$ cat src/design/afcd_pkg.sv
// package: setup word layout, mode codes and decoded front-end bundle
package afcd_pkg;

  // ****************************************************************
  // setup word layout
  // ****************************************************************
  localparam int unsigned CFG_WIDTH = 14;
  localparam int unsigned TOPO_MSB = 12;
  localparam int unsigned TOPO_LSB = 10;
  localparam int unsigned CHAN_MSB = 9;
  localparam int unsigned CHAN_LSB = 7;
  localparam int unsigned FILTER_PASSBAND_BIT = 6;
  localparam int unsigned REF_MSB = 5;
  localparam int unsigned REF_LSB = 3;
  localparam logic [CFG_WIDTH-1:0] CFG_RESET = 14'h3FFF;

  // ****************************************************************
  // topology codes
  // ****************************************************************
  localparam logic [2:0] TOPO_SINGLE_GND = 3'h7;
  localparam logic [2:0] TOPO_COM_BIPOLAR = 3'h2;
  localparam logic [2:0] TOPO_COM_GND_SENSE = 3'h6;
  localparam logic [1:0] TOPO_PAIR_BIPOLAR = 2'h0;
  localparam logic [1:0] TOPO_PAIR_UNIPOLAR = 2'h2;

  // ****************************************************************
  // reference scheme codes, six schemes
  // ****************************************************************
  localparam logic [2:0] REF_INT_2V5 = 3'h0;
  localparam logic [2:0] REF_INT_4V096 = 3'h1;
  localparam logic [2:0] REF_EXT_BUF_TEMP = 3'h2;
  localparam logic [2:0] REF_EXT_BUF = 3'h3;
  localparam logic [2:0] REF_EXT_TEMP = 3'h4;
  localparam logic [2:0] REF_EXT_DIRECT = 3'h5;

  typedef enum logic [2:0] {
    AFCD_SINGLE_GND = 3'b000,
    AFCD_COM_BIPOLAR = 3'b001,
    AFCD_COM_GND_SENSE = 3'b010,
    AFCD_PAIR_BIPOLAR = 3'b011,
    AFCD_PAIR_UNIPOLAR = 3'b100,
    AFCD_TOPO_OFF = 3'b101
  } afcd_topo_e;

  typedef enum logic [1:0] {
    AFCD_NEG_GND = 2'b00,
    AFCD_NEG_COM = 2'b01,
    AFCD_NEG_PAIR = 2'b10
  } afcd_neg_e;

  typedef struct packed {
    afcd_topo_e topo;
    afcd_neg_e neg_kind;
    logic [2:0] pos_ch;
    logic [2:0] neg_ch;
    logic twos_complement;
    logic filter_quarter;
    logic int_ref_en;
    logic ref_4v096;
    logic buf_en;
    logic temp_en;
  } afcd_front_s;

endpackage

$ cat src/design/afcd_shift.sv
// serial setup word shifter: catches one word per select window
`timescale 1ns/1ps

module afcd_shift #(
  parameter int unsigned WIDTH = 14
) (
  input wire logic i_clock,
  input wire logic i_resetn,
  input wire logic i_select_n,
  input wire logic i_sck_rise,
  input wire logic i_data,
  output logic [WIDTH-1:0] o_word,
  output logic o_word_valid
);

  logic [WIDTH-1:0] shift;
  logic [4:0] count;

  // msb first; only the first WIDTH edges of a window are taken
  always_ff @(posedge i_clock or negedge i_resetn) begin
    if (!i_resetn) begin
      shift <= '0;
      count <= 5'h00;
    end else if (i_select_n) begin
      count <= 5'h00;
    end else if (i_sck_rise && count < 5'(WIDTH)) begin
      shift <= {shift[WIDTH-2:0], i_data};
      count <= count + 5'h01;
    end
  end

  // one-cycle pulse once the last bit is in
  always_ff @(posedge i_clock or negedge i_resetn) begin
    if (!i_resetn) begin
      o_word <= '0;
      o_word_valid <= 1'b0;
    end else begin
      o_word_valid <= 1'b0;
      if (!i_select_n && i_sck_rise && count == 5'(WIDTH - 1)) begin
        o_word <= {shift[WIDTH-2:0], i_data};
        o_word_valid <= 1'b1;
      end
    end
  end

endmodule

$ cat src/design/afcd_decode.sv
// front-end setup decoder: holds the setup word and drives mux/ref enables
//
// Contract
// RL1: filter passband bit picks full or quarter input filter bandwidth.
// RL2: host slows conversion to a quarter when quarter bandwidth is on.
// RL3: topology 111 makes every input single-ended to ground.
// RL4: topology 010 measures inputs against common at half reference, bipolar.
// RL5: topology 110 measures inputs against common as ground sense, unipolar.
// RL6: topology 00x converts adjacent pairs bipolar, negative at half reference.
// RL7: topology 10x converts adjacent pairs unipolar, negative as ground sense.
// RL8: channel field picks pair; its parity picks which member is positive.
// RL9: sequencer scanning pairs always uses even inputs as positive.
// RL10: topology and channel may differ on every conversion.
// RL11: internal reference gives either 2.5 V or 4.096 V.
// RL12: reference field encodes six schemes with their own enables.
// RL13: internal reference on also turns on the temperature sensor.
// RL14: host keeps internal reference on when it needs temperature.
// RL15: temperature conversion result is straight binary from ground.
// RL16: external reference with buffer works with sensor on or off.
// RL17: host picks the all-off scheme when driving reference directly.
// RL18: lowest topology bit is ignored in both paired encodings.
// RL19: all front-end settings live in a fourteen-bit serial setup word.
// RL20: a word written in conversion n applies from conversion n+1.
`timescale 1ns/1ps

module afcd_decode #(
  parameter int unsigned WIDTH = afcd_pkg::CFG_WIDTH
) (
  input wire logic i_clock,
  input wire logic i_resetn,
  input wire logic i_select_n,
  input wire logic i_sck_rise,
  input wire logic i_data,
  input wire logic i_conv_done,
  input wire logic i_seq_active,
  input wire logic [2:0] i_seq_channel,
  input wire logic i_temp_request,
  output logic [WIDTH-1:0] o_active_word,
  output afcd_pkg::afcd_front_s o_front,
  output logic o_pending
);

  // ****************************************************************
  // word capture and staging
  // ****************************************************************
  logic [WIDTH-1:0] rx_word;
  logic rx_valid;
  logic [WIDTH-1:0] staged;
  logic staged_full;
  afcd_pkg::afcd_front_s next_front;

  afcd_shift #(
    .WIDTH(WIDTH)
  ) u_shift (
    .i_clock(i_clock),
    .i_resetn(i_resetn),
    .i_select_n(i_select_n),
    .i_sck_rise(i_sck_rise),
    .i_data(i_data),
    .o_word(rx_word),
    .o_word_valid(rx_valid)
  );

  // a fresh word waits here so the conversion in flight keeps its setup
  always_ff @(posedge i_clock or negedge i_resetn) begin
    if (!i_resetn) begin
      staged <= afcd_pkg::CFG_RESET;
      staged_full <= 1'b0;
    end else if (rx_valid) begin
      staged <= rx_word; // [RL19]
      staged_full <= 1'b1; // set wins over the commit below
    end else if (i_conv_done) begin
      staged_full <= 1'b0;
    end
  end

  // commit at the end of conversion n, so acquisition n+1 sees it
  always_ff @(posedge i_clock or negedge i_resetn) begin
    if (!i_resetn) begin
      o_active_word <= afcd_pkg::CFG_RESET;
    end else if (i_conv_done && staged_full) begin
      o_active_word <= staged; // [RL20] [RL10]
    end
  end

  // a word landing in the same cycle as the commit is held for the next
  always_ff @(posedge i_clock or negedge i_resetn) begin
    if (!i_resetn) begin
      o_pending <= 1'b0;
    end else begin
      o_pending <= rx_valid | (staged_full & ~i_conv_done);
    end
  end

  // ****************************************************************
  // helpers
  // ****************************************************************
  // positive member of a pair; scanning forces the even input
  function automatic logic [2:0] pair_positive(
    input logic [2:0] chan,
    input logic scanning
  );
    pair_positive = scanning ? {chan[2:1], 1'b0} : chan;
  endfunction

  // partner input of a pair
  function automatic logic [2:0] pair_partner(input logic [2:0] pos);
    pair_partner = {pos[2:1], ~pos[0]};
  endfunction

  // ****************************************************************
  // decode
  // ****************************************************************
  // mux topology, polarity and reference enables from the active word
  always_comb begin
    logic [2:0] topo;
    logic [2:0] chan;
    logic [2:0] refsel;
    topo = o_active_word[afcd_pkg::TOPO_MSB:afcd_pkg::TOPO_LSB];
    chan = i_seq_active ? i_seq_channel
        : o_active_word[afcd_pkg::CHAN_MSB:afcd_pkg::CHAN_LSB];
    refsel = o_active_word[afcd_pkg::REF_MSB:afcd_pkg::REF_LSB];
    next_front = '0;
    next_front.filter_quarter =
        o_active_word[afcd_pkg::FILTER_PASSBAND_BIT]; // [RL1]
    next_front.pos_ch = chan;
    next_front.neg_ch = 3'h0;
    next_front.topo = afcd_pkg::AFCD_TOPO_OFF;
    next_front.neg_kind = afcd_pkg::AFCD_NEG_GND;
    next_front.twos_complement = 1'b0;
    if (topo == afcd_pkg::TOPO_SINGLE_GND) begin
      next_front.topo = afcd_pkg::AFCD_SINGLE_GND; // [RL3]
    end else if (topo == afcd_pkg::TOPO_COM_BIPOLAR) begin
      next_front.topo = afcd_pkg::AFCD_COM_BIPOLAR; // [RL4]
      next_front.neg_kind = afcd_pkg::AFCD_NEG_COM;
      next_front.twos_complement = 1'b1;
    end else if (topo == afcd_pkg::TOPO_COM_GND_SENSE) begin
      next_front.topo = afcd_pkg::AFCD_COM_GND_SENSE; // [RL5]
      next_front.neg_kind = afcd_pkg::AFCD_NEG_COM;
    end else if (topo[2:1] == afcd_pkg::TOPO_PAIR_BIPOLAR) begin
      next_front.topo = afcd_pkg::AFCD_PAIR_BIPOLAR; // [RL6] [RL18]
      next_front.neg_kind = afcd_pkg::AFCD_NEG_PAIR;
      next_front.twos_complement = 1'b1;
      next_front.pos_ch = pair_positive(chan, i_seq_active); // [RL8] [RL9]
      next_front.neg_ch = pair_partner(next_front.pos_ch);
    end else if (topo[2:1] == afcd_pkg::TOPO_PAIR_UNIPOLAR) begin
      next_front.topo = afcd_pkg::AFCD_PAIR_UNIPOLAR; // [RL7] [RL18]
      next_front.neg_kind = afcd_pkg::AFCD_NEG_PAIR;
      next_front.pos_ch = pair_positive(chan, i_seq_active); // [RL8] [RL9]
      next_front.neg_ch = pair_partner(next_front.pos_ch);
    end
    // temperature result is unipolar whatever the topology says
    if (i_temp_request) begin
      next_front.twos_complement = 1'b0; // [RL15]
    end
    // reference schemes; spare codes fall to the lowest-power scheme
    unique case (refsel)
      afcd_pkg::REF_INT_2V5: begin
        next_front.int_ref_en = 1'b1; // [RL11] [RL12]
        next_front.buf_en = 1'b1;
      end
      afcd_pkg::REF_INT_4V096: begin
        next_front.int_ref_en = 1'b1; // [RL11] [RL12]
        next_front.ref_4v096 = 1'b1;
        next_front.buf_en = 1'b1;
      end
      afcd_pkg::REF_EXT_BUF_TEMP: begin
        next_front.buf_en = 1'b1; // [RL16]
        next_front.temp_en = 1'b1;
      end
      afcd_pkg::REF_EXT_BUF: begin
        next_front.buf_en = 1'b1; // [RL16]
      end
      afcd_pkg::REF_EXT_TEMP: begin
        next_front.temp_en = 1'b1; // [RL12]
      end
      default: begin
        next_front.buf_en = 1'b0; // [RL12]
      end
    endcase
    // the sensor shares the bandgap, so it follows the reference
    if (next_front.int_ref_en) begin
      next_front.temp_en = 1'b1; // [RL13]
    end
  end

  // ****************************************************************
  // outputs
  // ****************************************************************
  // registered so the mux and reference controls never glitch
  always_ff @(posedge i_clock or negedge i_resetn) begin
    if (!i_resetn) begin
      o_front <= '0;
    end else begin
      o_front <= next_front;
    end
  end

endmodule

$ cat config.mk
export PLATFORM = sky130hd
export DESIGN_NAME = afcd_decode
export DESIGN_NICKNAME = d
export VERILOG_FILES = /design/src/design/afcd_pkg.sv /design/src/design/afcd_shift.sv /design/src/design/afcd_decode.sv
export SDC_FILE = /design/constraint.sdc
export NUM_CORES = 1
export LEC_CHECK = 0
export ABC_AREA = 1
export ABC_CLOCK_PERIOD_IN_PS = 3350
export BUFFER_PORTS_ARGS = -buffer_cell sky130_fd_sc_hd__buf_2
export CAP_MARGIN = 15
export CORE_UTILIZATION = 55
export DETAILED_ROUTE_END_ITERATION = 12
export PLACE_DENSITY = 0.82
export SKIP_LAST_GASP = 1
export SLEW_MARGIN = 0
export SYNTH_ARGS = -nofsm -noshare
export SYNTH_HDL_FRONTEND = slang
export SYNTH_HIERARCHICAL = 1
export SYNTH_SLANG_ARGS = --single-unit
$ cat constraint.sdc
create_clock -name i_clock -period 3.35 [get_ports i_clock]
set_clock_uncertainty 0.2 [all_clocks]
set_input_delay 0.335 -clock i_clock [delete_from_list [all_inputs] [get_ports i_clock]]
set_output_delay 0.335 -clock i_clock [all_outputs]
set_load 0.03 [all_outputs]
---- Yosys cells after proc, flatten, opt, wreduce, memory -nomap -nowiden ----
Index checks and enable logic that the tools add are counted.
cells by class
  $add $sub $neg .......................... 1
  multiply operators ...................... 0
  divide/modulo/power cells ............... 0
  magnitude comparators ................... 1
  eq/ne operators ......................... 9
  shifts and indexed selects .............. 0
  mux-type cells .......................... 23
  bitwise gates (word level) .............. 5
  reduce and logical (&&, ||, !) cells .... 13
operators with widths
  kind                                                                          number
  5-bit two-way mux                                                             4
  9-bit two-way mux                                                             2
  1-bit two-way mux                                                             12
  11-bit two-way mux                                                            1
  3-bit by 2-bit equality test with 1-bit output, second input constant         3
  3-bit equality test, second input constant                                    3
  7-bit two-way mux                                                             1
  3-bit two-way mux                                                             2
  6-bit two-way mux                                                             1
  5-bit by 1-bit adder with 5-bit output, second input constant                 1
  5-bit by 4-bit equality test with 1-bit output, second input constant         1
  5-bit by 4-bit less-than comparator with 1-bit output, second input constant  1
  1-bit logical AND                                                             4
  2-bit nonzero test                                                            2
  2-bit OR reduction                                                            2
  4-bit OR reduction                                                            1
  3-bit by 1-bit equality test with 1-bit output, second input constant         1
  3-bit zero test                                                               1
  1-bit inverter                                                                3
  2-bit equality test, second input constant                                    1
  2-bit zero test                                                               1
  2-bit AND reduction                                                           1
  1-bit bitwise AND                                                             1
  1-bit zero test                                                               1
  1-bit OR                                                                      1
storage, ports and cells
  register bits after elaboration ......... 80
  bits in latches ......................... 0
  memory bits (writable) .................. 0
  ROM bits ................................ 0
  input bits .............................. 11
  output and inout port bits .............. 32
  word-level logic and storage cells ...... 70
  memories kept ........................... 0

---- Logic depth before layout (Yosys ltp) ----
Gate-level depths: netlist (run 1).
  depth after elaboration ................. 9
  gate-level depth with buffers ........... 9
  gate-level depth less buffers ........... 7

---- Modules after synthesis ----
The synthesis (run 1) kept the hierarchy.
modules (own cells, without submodules)
  module       instances  cells an instance  area each (um2)  seq. area each (um2)
  afcd_decode  1          172                1,818.0          1,211.2
  afcd_shift   1          139                1,378.8          825.8

---- Worst setup path before layout (run 1) ----
No wires, ideal clock.
  path kind ............................... reg2reg
  from .................................... register u_shift.count[1]
  to ...................................... register u_shift.o_word[0]
  setup time .............................. 121 ps
  arrival ................................. 1,228 ps
  required time ........................... 3,029 ps
  slack ................................... 1,802 ps
  cell stages (with the launch flop) ...... 10
  buffers on the path ..................... 2
  clock period less this slack ............ 1,548 ps
  cell sequence ........................... dfrtp_1 inv_1 ha_1 inv_1 nor2_1 nand3b_4 buf_6 buf_12 nand2_1 o21ai_1
between the ends
  longest elaborated chain between the ends .. 2
RTL lines
  item                                            line              RTL
  from (decl)                                     afcd_shift.sv:17  logic [4:0] count;
  from (signal assigned)                          afcd_shift.sv:28  count <= count + 5'h01;
  5-bit by 4-bit equality test with 1-bit output  afcd_shift.sv:39  if (!i_select_n && i_sck_rise && count == 5'(WIDTH - 1)) begin
  1-bit logical AND                               afcd_shift.sv:39
  to (signal assigned)                            afcd_shift.sv:40  o_word <= {shift[WIDTH-2:0], i_data};
  to (decl)                                       afcd_shift.sv:12  output logic [WIDTH-1:0] o_word,
No other way between the ends.
A chain may end at the register's enable or synchronous reset.

---- Worst setup path in the final report (run 1) ----
  from .................................... register u_shift.count[4]
  to ...................................... register u_shift.count[2]
between the ends
  longest elaborated chain between the ends .. 3
RTL lines
  item                                                   line              RTL
  5-bit by 4-bit less-than comparator with 1-bit output  afcd_shift.sv:26  end else if (i_sck_rise && count < 5'(WIDTH)) begin
  1-bit logical AND                                      afcd_shift.sv:26
  2-bit nonzero test (no line)                           --
No other way between the ends.

==> results by group, run 1 <==
Status
  – Status: completed

STA
  – Final setup viols: 0
  – RSZ-0062 raised after global routing: false
  – Total negative setup slack: 0 ns
  – Final slew viol count: 0
  – Final Cycle Share: 58.6%
  – Worst Tran Pin Value: 0.942 ns
  – Fin. Hold Viols: 0
  – Post-route worst setup slack: 1.39 ns
  – Minimum clock period: 1.96 ns
  – Slew margin rel.: 37.2%
  – Maximum clock frequency: 0.509 GHz

Clock network
  – CTS tree: yes
  – CTS sink count: 80
  – Clk root buf: clkbuf_8
  – CTS resizes: 0
  – Clock-pin slew on the worst setup and hold paths: 0.08 ns
  – Num CTS Buffers: 9
  – Insertion delay to the later sink of the worst-skew pair: 0.34 ns
  – Depth of the CTS H-tree: 3
  – Max Buffers Root-to-Sink: 2

Drt
  – Routed Antenna Nets: 0
  – DR iter-0 viols: 131
  – Via density: 4.86
  – Vias post-DR: 2086
  – Drc violations: 0
  – Drt pass-1 iters: 4
  – Routed wire length: 4800 microns
  – DR WL/cell: 11.2 microns

Place
  – Pre-CTS setup slack: 1.34 ns
  – Routability cong.: 0.757
  – Post-DP HPWL: 3100 microns
  – IO Port Bufs: 42
  – Placed cells: 411

GRT
  – Initial antenna violation count: 0
  – Global-route wire length before repair: 8380 microns
  – Global router's overall resource usage: 17.7%
  – GRT Residual Overflow: 0
  – Largest net degree at the start of global routing: 81
  – Vias in the first global route: 1978

Power and ir drop
  – Max VDD drop: 0.236 mV
  – PwrDens: 538 nW/um^2
  – Leak pwr: 1.69 nW

Worst setup path
  – Reg-to-Reg End: u_shift/count[2]
  – Required time of the critical path: 3.38 ns
  – Kind of end point of the critical path: flip-flop
  – Crit path max fanout: 31
  – R2R depth: 3
  – Data arrival, critical path: 1.99 ns
  – CP Launch Type: flip-flop
  – Reg2reg setup slack: 1.39 ns
  – R2R Path Start: u_shift/count[4]
  – Crit Path Class: flip-flop to flip-flop

Logic synthesis
  – Count leader, synth: nand2_1
  – Most frequently used flop master after synthesis: dfrtp_1
  – Synth async-reset ratio: 100%
  – Post-synthesis cell count: 311
  – Post-synthesis sequential area ratio: 63.7%
  – Post-Syn Nets: 324
  – Largest area contributor in the netlist: dfrtp_1
  – Number of synthesized flops with an enable pin: 0
  – Synth top area cells: dfrtp_1 41%, dfstp_2 23%, nand2_1 9.0%
  – Yosys warns: 6
  – Mapped cell area: 3200 sq um
  – Yosys reg bits: 80
  – Synth Area per Inst: 10.3 sq um
  – Library cells used by synthesis: 23
  – Share of the synthesized area in the top cell type: 40.7%
  – Post-synth top cells: 77 x nand2_1, 52 x dfrtp_1, 49 x inv_1

Finish
  – Final instance count without filler cells: 429
  – Layout cells sized above 1: 30.5%
  – Antenna cell count: 0
  – Area growth, synth to finish: 13.2%
  – Layout net count: 365

Min path
  – Hold Crit Depth: 3
  – HP Class: primary input to flip-flop
  – WHS Endpoint: o_front[9]
  – Min-delay src: i_seq_channel[0]

Die
  – Ports: 43
  – Die Y: 78.2 microns
  – Core Rows: 27
  – Core Footprint: 5540 sq um
  – DIE AREA: 6120 sq um
  – Initial Util: 57.7%
  – Die width: 78.2 microns

Job
  – Max-cap violations: 0
==> where the power goes <==
part,switching [mW],internal (mW),total [mW]
logic,0.101,0.0437,0.145
registers,0.0301,1.03,1.06
clock network,0.328,0.417,0.745
total,0.459,1.49,1.95
==> logic make-up (layout without fill, tap and decap cells) <==
logic type	after synthesis	in the layout	share of synthesized area [%]
xor+xnor	1	1	0.274
flops	80	80	63.7
compound gates	64	64	12.4
simple gates	101	101	13.5
buf+inv	63	109	9.35
fa+ha+maj	2	2	0.783
==> layout by cell type, fill, tap and decap left out, drive strengths merged <==
master | netlist | final
dfstp | 28 | 28
inv | 49 | 49
dfrtp | 52 | 52
nand4 | 1 | 1
a21oi | 1 | 1
clkbuf | 2 | 10
dlygate4sd3 | 0 | 2
o21bai | 2 | 2
buf | 12 | 42
ha | 2 | 2
xnor2 | 1 | 1
nand3b | 1 | 1
nor2 | 9 | 9
clkinvlp | 0 | 2
bufinv | 0 | 2
o21ai | 61 | 61
nand2 | 80 | 80
nand3 | 10 | 10
clkinv | 0 | 2
==> worst max-delay path, cell delays in order, from the launching register on <==
cell and delay (ns):
dfrtp_1 0.42, nor2_4 0.16, nand3_1 0.64, o21ai_0 0.45
==> worst max path at each step <==
stage	startpoint	end	cells past startpoint
after floorplan	u_shift/count[1]	u_shift/o_word[0]	9
after global placement	i_sck_rise	u_shift/count[4]	5
after detailed placement	i_select_n	u_shift/count[2]	4
after CTS	u_shift/count[4]	u_shift/count[2]	3
after global routing	u_shift/count[2]	u_shift/count[2]	3
final	u_shift/count[4]	u_shift/count[2]	3
==> state kept, by name (all words and copies together), names as in the netlist <==
| register | flops |
|---|---|
| o_active_word | 14 |
| o_front | 17 |
| o_pending | 1 |
| staged | 14 |
| staged_full | 1 |
| u_shift/count | 5 |
| u_shift/o_word | 14 |
| u_shift/o_word_valid | 1 |
| u_shift/shift | 13 |
==> per-stage QoR <==
step	hold slack, ns	instance area (sq um)	utilization [%]	power, mW
after floorplan	-0.161	3200	-	1.17
after global placement	0.207	3380	61.1	1.21
after detailed placement	0.206	3380	61.1	1.22
after CTS	0.0264	3620	65.3	1.97
after global routing	0.0423	3620	65.3	2.03
final	0.0392	3620	65.3	1.95
==> cell type report <==
cell class / count / area (sq um)
Multi-Input combinational cell: 168 / 861
Fill cell: 442 / 1920
Inverter: 49 / 184
Timing Repair Buffer: 44 / 233
Tap cell: 72 / 90.1
Clock inverter: 6 / 85.1
Clock buffer: 10 / 128
Sequential cell: 80 / 2040
==> metal layers <==
layer	track usage (%)	wire length, microns	up-vias
li1	-	-	1042
met1	22.3	2250	984
met2	28.5	2230	52
met3	3.72	252	8
met4	9.81	76	0
met5	0	0	-
==> what timing repair did <==
action	4_1_cts	5_1_grt
buffers inserted	0	0
endpoints found under the hold margin	53	0
hold buffers	2	0
Note: power is estimated with default switching activity, not from simulation.
==> inputs of run 2 (changes only) <==
- ABC_CLOCK_PERIOD_IN_PS: 3350 -> 2000
- clock period: 3.35 -> 2 ns (I/O delays scaled with it)
==> results by group, run 2 (same netlist as run 1, synthesis figures left out) <==
Status
  – Status: completed

Clock network
  – Insertion delay to the later sink of the worst-skew pair: 0.35 ns
  – CTS sink count: 80
  – Hold-fix buffers at CTS: 11
  – Clock-pin slew on the worst setup and hold paths: 0.08 ns
  – CTS tree: yes
  – Num CTS Buffers: 9
  – Clk root buf: clkbuf_8
  – Post-CTS Setup Inserts: 0
  – CTS resizes: 0
  – Max Buffers Root-to-Sink: 2
  – Depth of the CTS H-tree: 3

Drt
  – Via density: 4.94
  – Routed Antenna Nets: 0
  – Met1 wire length: 2390 microns
  – DR top layer: met4
  – DR iter-0 viols: 102
  – Drt pass-1 iters: 4
  – DR WL met2: 2680 microns
  – DR WL/cell: 12.3 microns
  – DR WL met3: 243 microns
  – Routed wire length: 5410 microns
  – Drc violations: 0
  – Vias post-DR: 2172

Worst setup path
  – Crit path max fanout: 29
  – Slowest CP cell: dfrtp_1
  – Reg2reg setup slack: 0.28 ns
  – Data arrival, critical path: 1.75 ns
  – Reg-to-Reg End: u_shift/o_word[9]
  – WP depth: 7
  – R2R Path Start: u_shift/count[1]
  – Crit Path Class: flip-flop to flip-flop
  – Required time of the critical path: 2.03 ns
  – Largest delay share family, worst path: simple AND/OR/NAND/NOR gates
  – Most used cell, CP: inv_1
  – R2R depth: 7
  – Kind of end point of the critical path: flip-flop
  – Worst path max stage delay: 0.44 ns
  – Crit-path cells: inv_1 -> ha_1 -> inv_1 -> nor2_1 -> nand3b_4 -> nand2_1 -> o21ai_2
  – CP Launch Type: flip-flop
  – CP bufs+invs: 2

Min path
  – WHS Endpoint: u_shift/count[4]
  – Hold Crit Depth: 4
  – HP Class: primary input to flip-flop
  – Min-delay src: i_select_n

Finish
  – Most frequent cells in the layout: 77 x nand2_1, 52 x dfrtp_1, 49 x inv_1
  – Max reg flops: 17
  – Most common cell after layout, fill and taps aside: nand2_1
  – Layout net count: 376
  – Antenna cell count: 0
  – Top reg by flops: o_front
  – Area growth, synth to finish: 16.6%
  – Layout cells sized above 1: 30.4%

GRT
  – Global-route wire length before repair: 9490 microns
  – Initial antenna violation count: 0
  – Largest net degree at the start of global routing: 52
  – Vias in the first global route: 2067
  – GRT Residual Overflow: 0
  – Global router's overall resource usage: 20.7%

STA
  – Total negative setup slack: 0 ns
  – Final slew viol count: 0
  – Slew margin rel.: 51.9%
  – Final Cycle Share: 86.0%
  – Final setup viols: 0
  – Minimum clock period: 1.72 ns
  – Fin. Hold Viols: 0
  – Maximum clock frequency: 0.581 GHz
  – Worst Tran Pin Value: 0.722 ns
  – RSZ-0062 raised after global routing: false

Die
  – Ports: 43
  – Initial Util: 57.7%
  – DIE AREA: 6120 sq um
  – Die Y: 78.2 microns
  – Core Footprint: 5540 sq um
  – Die width: 78.2 microns
  – Core Rows: 27

Power and ir drop
  – Max VDD drop: 0.618 mV
  – PwrDens: 866 nW/um^2
  – Leak pwr: 1.74 nW
  – Overall power: 3.23 mW

Place
  – IO Port Bufs: 42
  – Post-DP HPWL: 3310 microns
  – Routability cong.: 0.736

Job
  – Max-cap violations: 0
==> run 2: cell count changes in the layout (fill, tap and decap cells not counted) <==
| cell | previous run | this run |
|---|---|---|
| clkinv_2 | 2 | 1 |
| dlygate4sd3_1 | 2 | 11 |
| buf_12 | 0 | 1 |
| clkinv_4 | 0 | 3 |
| clkinvlp_4 | 2 | 1 |
| bufinv_16 | 2 | 1 |
| clkbuf_8 | 9 | 10 |
| clkbuf_1 | 1 | 0 |
| buf_4 | 1 | 2 |
==> run 2: worst reg2reg max path, cell delays in order, from the launching register on <==
cell and delay, ns:
dfrtp_1 0.44, inv_1 0.08, ha_1 0.13, inv_1 0.04, nor2_1 0.17, nand3b_4 0.30
nand2_1 0.18, o21ai_2 0.06
==> run 2: how the worst max path moves through the flow <==
stage	from	endpoint	slack, ns
floorplan	u_shift/count[1]	u_shift/o_word[0]	0.45
global placement	u_shift/count[1]	u_shift/o_word[5]	0.37
detailed placement	u_shift/count[1]	u_shift/o_word[9]	0.29
CTS	u_shift/count[1]	u_shift/o_word[11]	0.27
global route	u_shift/count[1]	u_shift/o_word[10]	0.11
finish	u_shift/count[1]	u_shift/o_word[9]	0.28
==> run 2: per-layer routing <==
metal | GRT usage, % | vias up
li1 | - | 1066
met1 | 25.4 | 1038
met2 | 33.8 | 60
met3 | 5.47 | 8
met4 | 10.2 | 0
met5 | 0 | -
==> run 2: per-stage QoR <==
stage                     hold slack (ns)  worst slack (ns)  util [%]  cell area [sq um]  cells
after global placement            -0.0607             0.369      61.6               3410    413
final                              0.0501             0.280      67.3               3730    440
after CTS                          0.0321             0.266      67.3               3730    440
after floorplan                    -0.296             0.452         -               3200    311
after detailed placement          -0.0570             0.293      61.6               3410    413
after global routing               0.0619             0.114      67.3               3730    440
==> run 2: layout make-up <==
type,count,area (sq um)
clock buffers,10,138
clock inverters,6,68.8
fillers,396,1810
inverters,49,184
multi-input cells,168,861
flip-flops and latches,80,2040
well taps,72,90.1
repair buffers,55,350
==> run 2: power by group <==
| group | internal, mW | switching, mW |
|---|---|---|
| logic | 0.0894 | 0.179 |
| clock network | 0.614 | 0.578 |
| registers | 1.72 | 0.0492 |
==> inputs of run 3 (changes only) <==
- CELL_PAD_IN_SITES_DETAIL_PLACEMENT: unset -> 1
- CELL_PAD_IN_SITES_GLOBAL_PLACEMENT: unset -> 1
- CORE_UTILIZATION: 55 -> 44
- PLACE_DENSITY: 0.82 -> 0.83
==> results by group, run 3 (same netlist as run 1, synthesis figures left out) <==
Die
  – DIE AREA: 7610 sq um
  – Die Y: 87.2 microns
  – Core Footprint: 6910 sq um
  – Initial Util: 46.3%
  – Die width: 87.2 microns
  – Core Rows: 30
  – Ports: 43

Min path
  – Hold Crit Depth: 4
  – Min-delay src: i_select_n
  – HP Class: primary input to flip-flop
  – WHS Endpoint: u_shift/count[4]

STA
  – RSZ-0062 raised after global routing: false
  – Final Cycle Share: 87.2%
  – Hold WS: 0.0297 ns
  – Final slew viol count: 0
  – Final setup viols: 0
  – Fin. Hold Viols: 0
  – Slew margin rel.: 66.8%
  – Maximum clock frequency: 0.573 GHz
  – Total negative setup slack: 0 ns
  – Minimum clock period: 1.74 ns
  – Worst Tran Pin Value: 0.498 ns

Place
  – Routability cong.: 0.820
  – Post-DP HPWL: 4130 microns
  – IO Port Bufs: 42
  – Placed cells: 439

Finish
  – Most common cell after layout, fill and taps aside: nand2_1
  – Final instance count without filler cells: 466
  – Most frequent cells in the layout: 77 x nand2_1, 52 x dfrtp_1, 49 x inv_1
  – Sequential cell area: 2040 sq um
  – Antenna cell count: 0
  – Top reg by flops: o_front
  – Multi-input combinational cell area: 861 sq um
  – Area growth, synth to finish: 18.5%
  – Fill count: 814
  – Max reg flops: 17
  – Layout net count: 378
  – Layout cells sized above 1: 30.5%
  – Core Util, Final: 54.9%

Clock network
  – Depth of the CTS H-tree: 3
  – CTS tree: yes
  – Post-CTS Setup Inserts: 0
  – Clk root buf: clkbuf_8
  – Insertion delay to the later sink of the worst-skew pair: 0.35 ns
  – Hold-fix buffers at CTS: 11
  – CTS resizes: 0
  – Clock-pin slew on the worst setup and hold paths: 0.07 ns
  – Num CTS Buffers: 9
  – Max Buffers Root-to-Sink: 2
  – CTS sink count: 80

GRT
  – Largest net degree at the start of global routing: 39
  – Vias in the first global route: 2331
  – Global-route wire length before repair: 10600 microns
  – Global router's overall resource usage: 18.8%
  – Initial antenna violation count: 0
  – GRT Residual Overflow: 0

Drt
  – DR WL/cell: 12.9 microns
  – Via density: 4.74
  – Drt pass-1 iters: 4
  – Routed Antenna Nets: 0
  – Routed wire length: 6000 microns
  – DR iter-0 viols: 64
  – Drc violations: 0
  – Vias post-DR: 2211

Worst setup path
  – Data arrival, critical path: 1.77 ns
  – R2R Path Start: u_shift/count[1]
  – Reg2reg setup slack: 0.26 ns
  – CP Launch Type: flip-flop
  – R2R depth: 7
  – Kind of end point of the critical path: flip-flop
  – Reg-to-Reg End: u_shift/o_word[6]
  – Crit path max fanout: 29
  – Crit Path Class: flip-flop to flip-flop
  – Required time of the critical path: 2.03 ns

Job
  – Max-cap violations: 0

Power and ir drop
  – Max VDD drop: 0.311 mV
  – Overall power: 3.35 mW
  – PwrDens: 883 nW/um^2
  – Leak pwr: 1.75 nW

Status
  – Status: completed
-- run 3: cell count changes in the layout (fill, tap and decap cells not counted), sizes merged --
cell / change
clkbuf: +1
bufinv: +1
clkinvlp: +1
clkinv: -3
buf: +2
-- run 3: power by group --
part / switching [mW] / internal (mW) / total, mW
clock network: 0.563 / 0.735 / 1.30
logic: 0.184 / 0.0903 / 0.274
registers: 0.0516 / 1.72 / 1.77
total: 0.798 / 2.55 / 3.35
-- run 3: worst max path at each step --
stage                          start                end  slack, ns  depth (start not counted)
floorplan           u_shift/count[1]  u_shift/o_word[0]       0.45                          9
global placement    u_shift/count[1]  u_shift/o_word[6]       0.37                          7
detailed placement  u_shift/count[1]  u_shift/o_word[6]       0.25                          7
CTS                 u_shift/count[1]  u_shift/o_word[6]       0.22                          7
global route        u_shift/count[1]  u_shift/o_word[6]       0.09                          7
finish              u_shift/count[1]  u_shift/o_word[6]       0.26                          7
-- run 3: per-stage QoR --
step | area (sq um) | setup WS [ns]
6_report | 3790 | 0.256
3_5_place_dp | 3460 | 0.247
4_1_cts | 3790 | 0.223
3_3_place_gp | 3460 | 0.365
5_1_grt | 3790 | 0.0923
2_1_floorplan | 3200 | 0.452
-- run 3: cell type report --
class | count | share of cell area, %
tap | 96 | 3.17
timing repair buffer | 57 | 9.64
clock inverter | 5 | 2.11
clock buffer | 11 | 3.73
inverter | 49 | 4.85
sequential | 80 | 53.8
multi-input combinational | 168 | 22.7
-- run 3: critical path, stage by stage, from the launching register on --
cell and delay, ns:
dfrtp_1 0.45, inv_1 0.08, ha_1 0.13, inv_1 0.04
nor2_1 0.17, nand3b_4 0.30, nand2_1 0.18, o21ai_2 0.07
-- run 3: layer usage --
metal	part of all wire (%)	vias to the layer above	track usage (%)
met5	0	-	0
met4	1.2	0	7.60
met3	3.8	5	5.88
met2	52	42	33.1
met1	43	1094	21.0
li1	-	1070	-
